--- src/logic/dst_pkg.sv ---
// Shared constants and types of the drive supervisory timers and detectors
package dst_pkg;

	// Time base
	localparam int CLK_PERIOD_NS = 25;
	localparam int TICK_PERIOD_NS = 100_000_000;
	localparam int TICK_CYCLES_DEF = TICK_PERIOD_NS / CLK_PERIOD_NS;
	localparam int TICKS_PER_TENTH_MIN = 60;
	localparam logic [5:0] TENTH_MIN_LAST = 6'h3B;

	// Ranges, units of 0.1 min or 0.1 s
	localparam logic [15:0] TIME_MAX = 16'hFDE8;

	// Analog input, units of 0.01 V
	localparam logic [15:0] AIN_LO_RST = 16'h0136;
	localparam logic [15:0] AIN_HI_RST = 16'h02A8;
	localparam logic [15:0] AIN_HI_MAX = 16'h044C;
	localparam logic [15:0] AIN_FULL = 16'h03E8;

	// Heatsink, degrees Celsius
	localparam logic [7:0] TEMP_THR_RST = 8'h4B;
	localparam logic [7:0] TEMP_THR_MAX = 8'h64;
	localparam logic [7:0] FAN_STOP_TEMP = 8'h28;

	// Run-time source codes
	localparam logic [1:0] SRC_PRESET = 2'h0;
	localparam logic [1:0] SRC_AIN = 2'h1;

	// Fan modes
	localparam logic FAN_WITH_RUN = 1'b0;
	localparam logic FAN_ALWAYS = 1'b1;

	typedef enum logic [1:0] {
		ST_STOP = 2'b00,
		ST_RUN = 2'b01,
		ST_SLEEP = 2'b10,
		ST_DONE = 2'b11
	} dst_state_type;

	typedef struct packed {
		logic [1:0][15:0] cur_set;
		logic [1:0][15:0] cur_width;
		logic timer_en;
		logic [1:0] timer_src;
		logic [15:0] timer_preset;
		logic [15:0] ain_lo;
		logic [15:0] ain_hi;
		logic [7:0] temp_thresh;
		logic fan_mode;
		logic [15:0] wake_freq;
		logic [15:0] wake_dly;
		logic [15:0] sleep_freq;
		logic [15:0] sleep_dly;
		logic [15:0] arrive_time;
	} dst_cfg_type;

	typedef struct packed {
		logic [1:0] cur_arrive;
		logic timed_done;
		logic ain_out_range;
		logic temp_reached;
		logic run_arrive;
		logic fan_on;
		logic drive_run;
		logic sleeping;
	} dst_status_type;

endpackage

--- src/logic/dst_supervisor.sv ---
// Drive supervisory timers, window detectors, fan and sleep control
// Operation
// - Current within either window asserts arrival
// - Timed run stops drive, flags completion
// - Run timer restarts each start; remaining readable
// - Source 0 preset, 1 analog scaled
// - Preset in 0.1 min, up to 6500.0
// - Analog outside limits flags out-of-range
// - Limits 3.10/6.80 V default, bounded
// - Heatsink at threshold flags temperature reached
// - Mode 0: fan on running or hot
// - Mode 1: fan always on
// - Low set frequency for delay enters sleep
// - Asleep, commanded, high frequency: wake after delay
// - Both frequencies zero disable sleep and wake
// - Elapsed run time reaching setting flags arrival
`timescale 1ns/10ps
module dst_supervisor #(
	parameter int TICK_CYCLES = dst_pkg::TICK_CYCLES_DEF
) (
	input wire logic sys_clk,
	input wire logic rst_n,
	input wire logic run_cmd,
	input wire logic [15:0] set_freq,
	input wire logic [15:0] out_current,
	input wire logic [15:0] analog_voltage_input,
	input wire logic [7:0] heatsink_temp,
	input wire dst_pkg::dst_cfg_type cfg,
	output dst_pkg::dst_status_type status,
	output logic [15:0] remaining_time
);

	// Time base: 0.1 s tick and 0.1 min tick
	logic [31:0] tick_cnt_ff;
	logic [31:0] nxt_tick_cnt;
	logic [5:0] min_cnt_ff;
	logic [5:0] nxt_min_cnt;
	wire base_tick = (tick_cnt_ff == 32'(TICK_CYCLES - 1));
	wire min_tick = base_tick && (min_cnt_ff == dst_pkg::TENTH_MIN_LAST);

	dst_pkg::dst_state_type state_ff;
	dst_pkg::dst_state_type nxt_state;
	wire running = (state_ff == dst_pkg::ST_RUN);

	// Base divider runs free, so the first tenth-minute may come up to 0.1 s early
	assign nxt_tick_cnt = base_tick ? 32'h0 : tick_cnt_ff + 32'h1;
	assign nxt_min_cnt = !running ? 6'h0 : !base_tick ? min_cnt_ff
		: (min_cnt_ff == dst_pkg::TENTH_MIN_LAST) ? 6'h0 : min_cnt_ff + 6'h1;

	// Preset clamp and run-time source
	wire [15:0] preset_sat = (cfg.timer_preset > dst_pkg::TIME_MAX) ? dst_pkg::TIME_MAX
		: cfg.timer_preset;
	wire [15:0] ain_sat = (analog_voltage_input > dst_pkg::AIN_FULL) ? dst_pkg::AIN_FULL
		: analog_voltage_input;
	// Product kept 32 bits wide so full preset times full scale cannot wrap
	wire [31:0] ain_prod = {16'h0, ain_sat} * {16'h0, preset_sat};
	wire [31:0] ain_scaled = ain_prod / {16'h0, dst_pkg::AIN_FULL};
	// Reserved codes fall back to the preset
	wire [15:0] nxt_run_limit = (cfg.timer_src == dst_pkg::SRC_AIN) ? ain_scaled[15:0]
		: preset_sat;
	logic [15:0] run_limit_ff;

	wire [15:0] arrive_sat = (cfg.arrive_time > dst_pkg::TIME_MAX) ? dst_pkg::TIME_MAX
		: cfg.arrive_time;
	wire [15:0] sleep_dly_sat = (cfg.sleep_dly > dst_pkg::TIME_MAX) ? dst_pkg::TIME_MAX
		: cfg.sleep_dly;
	wire [15:0] wake_dly_sat = (cfg.wake_dly > dst_pkg::TIME_MAX) ? dst_pkg::TIME_MAX
		: cfg.wake_dly;

	// Timers
	logic [15:0] tr_count;
	logic tr_done;
	logic arr_done;
	logic slp_done;
	logic wk_done;

	wire tr_en = running && cfg.timer_en;
	wire sleep_en = (cfg.wake_freq != 16'h0) || (cfg.sleep_freq != 16'h0);
	wire slp_en = running && sleep_en && run_cmd && (set_freq <= cfg.sleep_freq);
	wire wk_en = (state_ff == dst_pkg::ST_SLEEP) && sleep_en && run_cmd
		&& (set_freq >= cfg.wake_freq);

	dst_tick_timer #(.WIDTH(16)) u_run_timer (
		.sys_clk(sys_clk),
		.rst_n(rst_n),
		.en(tr_en),
		.tick(min_tick),
		.limit(run_limit_ff),
		.count(tr_count),
		.done(tr_done)
	);

	dst_tick_timer #(.WIDTH(16)) u_arrive_timer (
		.sys_clk(sys_clk),
		.rst_n(rst_n),
		.en(running),
		.tick(min_tick),
		.limit(arrive_sat),
		.count(),
		.done(arr_done)
	);

	dst_tick_timer #(.WIDTH(16)) u_sleep_timer (
		.sys_clk(sys_clk),
		.rst_n(rst_n),
		.en(slp_en),
		.tick(base_tick),
		.limit(sleep_dly_sat),
		.count(),
		.done(slp_done)
	);

	dst_tick_timer #(.WIDTH(16)) u_wake_timer (
		.sys_clk(sys_clk),
		.rst_n(rst_n),
		.en(wk_en),
		.tick(base_tick),
		.limit(wake_dly_sat),
		.count(),
		.done(wk_done)
	);

	// Run and stop sequencing; expiry outranks sleep
	always_comb begin
		nxt_state = state_ff;
		unique case (state_ff)
			dst_pkg::ST_STOP: begin
				if (run_cmd) begin
					nxt_state = dst_pkg::ST_RUN;
				end
			end
			dst_pkg::ST_RUN: begin
				if (!run_cmd) begin
					nxt_state = dst_pkg::ST_STOP;
				end else if (tr_done) begin
					nxt_state = dst_pkg::ST_DONE;
				end else if (slp_done) begin
					nxt_state = dst_pkg::ST_SLEEP;
				end
			end
			dst_pkg::ST_SLEEP: begin
				if (!run_cmd || !sleep_en) begin
					nxt_state = dst_pkg::ST_STOP;
				end else if (wk_done) begin
					nxt_state = dst_pkg::ST_RUN;
				end
			end
			dst_pkg::ST_DONE: begin
				// A fresh command is needed after timed completion
				if (!run_cmd) begin
					nxt_state = dst_pkg::ST_STOP;
				end
			end
		endcase
	end

	// Current arrival windows
	// Absolute difference avoids a wrap when the setpoint lies above the current
	logic [1:0] cur_within;
	generate
		for (genvar i = 0; i < 2; i++) begin : g_cur
			wire [15:0] cur_diff = (out_current >= cfg.cur_set[i])
				? out_current - cfg.cur_set[i] : cfg.cur_set[i] - out_current;
			assign cur_within[i] = (cur_diff <= cfg.cur_width[i]);
		end
	endgenerate

	// Analog protection limits
	wire [15:0] ain_hi_eff = (cfg.ain_hi > dst_pkg::AIN_HI_MAX) ? dst_pkg::AIN_HI_MAX
		: cfg.ain_hi;
	wire [15:0] ain_lo_eff = (cfg.ain_lo > ain_hi_eff) ? ain_hi_eff : cfg.ain_lo;
	wire ain_out = (analog_voltage_input > ain_hi_eff)
		|| (analog_voltage_input < ain_lo_eff);

	// Heatsink and fan
	wire [7:0] temp_thr_eff = (cfg.temp_thresh > dst_pkg::TEMP_THR_MAX)
		? dst_pkg::TEMP_THR_MAX : cfg.temp_thresh;
	wire temp_hit = (heatsink_temp >= temp_thr_eff);
	// Next state is used so the fan starts in the same cycle as the drive
	wire nxt_run = (nxt_state == dst_pkg::ST_RUN);
	wire fan_req = (cfg.fan_mode == dst_pkg::FAN_ALWAYS)
		|| nxt_run || (heatsink_temp > dst_pkg::FAN_STOP_TEMP);

	// One register for all flags keeps them aligned to the same edge
	dst_pkg::dst_status_type status_ff;
	dst_pkg::dst_status_type nxt_status;
	logic [15:0] remain_ff;
	// Clamped at zero, since a lowered preset may fall below the count
	wire [15:0] nxt_remain = (tr_count >= run_limit_ff) ? 16'h0
		: run_limit_ff - tr_count;

	assign nxt_status.cur_arrive = cur_within;
	assign nxt_status.timed_done = (nxt_state == dst_pkg::ST_DONE);
	assign nxt_status.ain_out_range = ain_out;
	assign nxt_status.temp_reached = temp_hit;
	assign nxt_status.run_arrive = arr_done && nxt_run;
	assign nxt_status.fan_on = fan_req;
	assign nxt_status.drive_run = nxt_run;
	assign nxt_status.sleeping = (nxt_state == dst_pkg::ST_SLEEP);

	always_ff @(posedge sys_clk) begin
		if (!rst_n) begin
			tick_cnt_ff <= 32'h0;
			min_cnt_ff <= 6'h0;
			state_ff <= dst_pkg::ST_STOP;
			run_limit_ff <= 16'h0;
			remain_ff <= 16'h0;
			status_ff <= '0;
		end else begin
			tick_cnt_ff <= nxt_tick_cnt;
			min_cnt_ff <= nxt_min_cnt;
			state_ff <= nxt_state;
			run_limit_ff <= nxt_run_limit;
			remain_ff <= nxt_remain;
			status_ff <= nxt_status;
		end
	end

	assign status = status_ff;
	assign remaining_time = remain_ff;
endmodule

--- src/logic/dst_tick_timer.sv ---
// Saturating tick counter with a reach flag
`timescale 1ns/10ps
module dst_tick_timer #(
	parameter int WIDTH = 16
) (
	input wire logic sys_clk,
	input wire logic rst_n,
	input wire logic en,
	input wire logic tick,
	input wire logic [WIDTH-1:0] limit,
	output logic [WIDTH-1:0] count,
	output logic done
);

	logic [WIDTH-1:0] count_ff;
	logic [WIDTH-1:0] nxt_count;
	wire at_limit = (count_ff >= limit);

	// Clears whenever the qualifying condition drops
	assign nxt_count = !en ? '0 : (tick && !at_limit) ? count_ff + 1'b1 : count_ff;

	always_ff @(posedge sys_clk) begin
		if (!rst_n) begin
			count_ff <= '0;
		end else begin
			count_ff <= nxt_count;
		end
	end

	assign count = count_ff;
	assign done = en && at_limit;

endmodule
--- config.mk ---
export PLATFORM = sky130hd
export DESIGN_NAME = dst_supervisor
export DESIGN_NICKNAME = d
export VERILOG_FILES = /design/src/logic/dst_pkg.sv /design/src/logic/dst_supervisor.sv /design/src/logic/dst_tick_timer.sv
export SDC_FILE = /design/constraint.sdc
export NUM_CORES = 1
export LEC_CHECK = 0
export CORE_UTILIZATION = 30
export CTS_BUF_LIST = sky130_fd_sc_hd__clkbuf_8
export DETAILED_ROUTE_END_ITERATION = 10
export DONT_BUFFER_PORTS = 1
export PLACE_DENSITY_LB_ADDON = 0.12
export SLEW_MARGIN = 40
export SYNTH_ARGS = -nofsm -noshare
export SYNTH_HDL_FRONTEND = slang
export SYNTH_HIERARCHICAL = 1
export SYNTH_SLANG_ARGS = --single-unit
--- constraint.sdc ---
create_clock -name sys_clk -period 26.3 [get_ports sys_clk]
set_input_delay 1.315 -clock sys_clk [delete_from_list [all_inputs] [get_ports sys_clk]]
set_output_delay 1.315 -clock sys_clk [all_outputs]
set_load 0.03 [all_outputs]
==> results by stage <==
Logic synthesis:
- Counting flops and latches in the post-synthesis netlist gives 145.
- The share of flip-flops with an asynchronous set or reset is 0%.
- The prevailing post-synth register cell is dfxtp_1.
- Summing every instance area after synthesis gives 30060 um2.
- The proportion of synthesized chip area in sequential cells is 9.657%.
- The number of flops mapped to enable cells by yosys is 0.
- The mean instance size in the synthesized netlist is 7.836 um2.
- In this run, distinct cell masters in the synthesized netlist total 128.
- Counting every instance in the synthesized netlist gives 3836.
- The Yosys step of the flow raised 6 warnings.

Finish:
- The footprint of the multi-input gates is 25440 um2.
- The final layout net count is 4685.
- The layout has 10640 filler cells.
- Across the whole layout, storage elements account for 2903 um2.
- The area growth from synthesis to layout is 6.968%.
- Cells with a size suffix above 1 make up 5.356% of the layout.

Critical path:
- The cell with the biggest individual delay on the critical path is o21ai_0.
- By instance count, the cell type seen most on the critical path is fa_1.
- The required arrival time at the worst endpoint is 26790 ps.
- At the worst endpoint, the arrival time is 24280 ps.
- The category of the worst setup path capture point is a flop.
- STA classifies the critical path startpoint as an input pin.
- The startpoint-to-endpoint class of the critical path is in -> reg.
- The maximum fanout along the worst path is 16.
- The largest single stage delay on the critical path is 680 ps.

Floorplan:
- The starting density of the core is 30.41%.
- The number of primary I/O pins is 288.
- The die span in x is 318.5 um.
- The area of the placeable core is 98850 um2.
- The die extent in y is 318.5 um.
- The total die area is 101500 um2.
- The number of core rows is 115.

Route:
- The DRC marker count from the first detailed-route iteration is 1793.
- Once detail routing completed, the nets flagged for antenna violations numbered 0.
- The first-pass iteration count of the detailed router is 8.
- The sum of routed wire length over all layers is 96.26 mm.
- The average wire per standard cell is 18.68 um.
- For this run, design rule violations remaining after detail routing come to 0.
- After detailed routing, the number of vias per cell comes to 5.338.
- The number of vias after detailed routing is 27510.

GRT:
- In this run the most used layer during global routing was met2.
- The pin count of the biggest net entering global routing is 38.
- In the global route stage, met1 resource usage came out at 25.57%.
- The global-route usage over all layers is 18.63%.
- The number of global-route vias before repair is 26820.
- For this run the aggregate overflow at the end of global routing stands at 0.
- For met2 alone, demand over resource in global routing was 31.61%.
- The first global-routing pass estimated 152.4 mm of wire.
- In the global route stage, met3 resource usage came out at 1.940%.
- The initial antenna violation count is 3.

STA:
- The slew at the pin closest to its max-slew limit is 1069 ps.
- The clock arrives with 22.22 ps of skew.
- Of the available clock period, the critical path in the final layout requires 90.49%.
- Measured against its own limit, the worst slew margin works out to 28.62%.
- Adding up every negative setup slack in the final design gives 0 ps.
- Setup repair after global routing left no endpoint under its margin.
- The shortest clock period the worst path allows after layout is 23800 ps.
- Setup violations remaining at the end of the flow were counted as 0.
- The highest attainable clock frequency is 42.02 MHz.
- The final count of pins violating max slew is 0.
- The final hold violation count came to 0.

Worst hold path:
- The tightest min-delay check is of the reg -> reg type.

CTS:
- The number of clock buffers added by TritonCTS is 17.
- The number of gates given a new drive strength after cts is 0.
- The root cell of the clock tree is clkbuf_8.
- The clock tree synthesis step divided the H-tree into 4 levels.
- After clock tree synthesis, the clock-pin slew on the worst setup and hold paths is 110 ps.
- Clock tree synthesis found a total of 145 sinks.
- Buffers inserted to repair hold after CTS numbered 0.
- The buffer levels on the longest clock path is 2.
- The number of setup buffers added after CTS is 0.
- The clock reaches the later pin of the worst-skew pair after 550 ps.
- TritonCTS built the clock tree.

Placed design:
- The HPWL after detailed placement is 80.69 mm.
- The count of buffers added on input and output ports is 0.
- Routability-driven placement finished with a final weighted congestion of 0.8896.

Job:
- Across the run, the number of max-cap violations was 0.

Status:
- The run finished with clean final reports.
-- logic make-up after synthesis --
family	after synthesis	share of synthesized area [%]
AND/OR/NAND/NOR	1334	23.17
AO/OA/AOI/OAI	970	22.93
adder cells (fa/ha/maj)	580	29.04
buffers and inverters	557	7.309
XOR/XNOR	162	4.857
flip-flops	145	9.657
multiplexers	86	3.013
other	2	0.02498
-- routing by layer --
metal / up-vias / share of wire (%)
met4: 0 / 1.2
met5: - / 0
li1: 13680 / -
met2: 531 / 47
met1: 13230 / 49
met3: 68 / 3.0
-- metrics by stage --
stage	instance area [um2]	setup slack, ps	util [%]	cells	hold WS, ps
final	32150	2502	32.53	5154	452.5
after global routing	32150	525.9	32.53	5154	481.4
after CTS	32110	2386	32.48	5152	458.2
after detailed placement	31700	1749	32.07	5120	437.3
after global placement	31660	1798	32.02	5116	432.1
after floorplan	30450	4794	-	3941	413.2
-- final cells by class --
type | count | share of cell area [%]
clock inverters | 15 | 0.5331
well taps | 1287 | 5.008
clock buffers | 17 | 0.7277
repair buffers | 30 | 0.6849
multi-input cells | 3239 | 79.11
flip-flops and latches | 145 | 9.028
inverters | 419 | 4.891
diodes | 2 | 0.01556
-- state kept, by name, indices dropped and copies added (netlist names) --
| name | cells |
|---|---|
| tick_cnt_ff | 32 |
| remaining_time | 16 |
| run_limit_ff | 16 |
| u_arrive_timer/count | 16 |
| u_run_timer/count | 16 |
| u_sleep_timer/count | 16 |
| u_wake_timer/count | 16 |
| status | 9 |
| min_cnt_ff | 6 |
| state_ff | 2 |
-- synth_stat cells, drive strengths merged, types with 16 or more instances --
cell type	number	area share, %
buf	40	0.85
nor2	293	3.7
xor2	61	1.8
xnor2	101	3.0
or3	23	0.50
and4	22	0.65
a2111oi	16	0.77
or2	23	0.48
a21oi	249	4.2
nand4	99	2.1
a211oi	30	0.82
o211ai	26	0.68
a31oi	43	1.0
dfxtp	145	9.7
mux2i	68	2.3
nor3	83	1.4
o21ai	165	2.8
o21bai	28	0.70
clkbuf	98	1.2
o21a	33	0.82
nand2b	91	1.9
nor4	37	0.91
a21o	99	2.5
mux2	18	0.70
and3	47	0.98
o31ai	46	1.4
and2	81	1.7
or4	36	0.99
nand2	292	3.7
nand3	102	1.7
inv	419	5.2
a41o	20	0.67
fa	199	13
ha	371	15
o22ai	19	0.44
nor2b	74	1.5
-- worst max-delay path: cells and delay by family --
family	cells	cell delay (ps)
adder cells (fa/ha/maj)	7	3290
multiplexers	5	2200
AO/OA/AOI/OAI	38	12080
buffers and inverters	5	470
AND/OR/NAND/NOR	14	3760
XOR/XNOR	3	1130
-- path summary, 6_finish.rpt --
kind | to | cells past startpoint | from | slack, ps
hold / removal | tick_cnt_ff[0]$_SDFF_PP0_ | 1 | tick_cnt_ff[0]$_SDFF_PP0_ | 450
setup reg to reg | remaining_time[15]$_SDFF_PP0_ | 18 | run_limit_ff[1]$_SDFF_PN0_ | 22330
hold reg to reg | tick_cnt_ff[0]$_SDFF_PP0_ | 1 | tick_cnt_ff[0]$_SDFF_PP0_ | 450
setup / recovery | run_limit_ff[0]$_SDFF_PN0_ | 72 | cfg[121] | 2500
-- layout by cell type (no fill, tap or decap), drive strengths merged, types with 46 or more instances in the layout --
cell type  Yosys  routed
nand4         99      99
xor2          61      61
nand2b        91      91
o21ai        165     165
nor3          83      83
and2          81      81
o31ai         46      46
a21o          99      99
nand3        102     102
nor2         293     293
a21oi        249     249
nor2b         74      74
fa           199     199
ha           371     371
nand2        292     292
dfxtp        145     145
and3          47      47
inv          419     428
xnor2        101     101
conb           2     107
mux2i         68      68
Power is not shown: default switching activity piles up to over one toggle a cycle in this logic, so the estimate is an artifact.
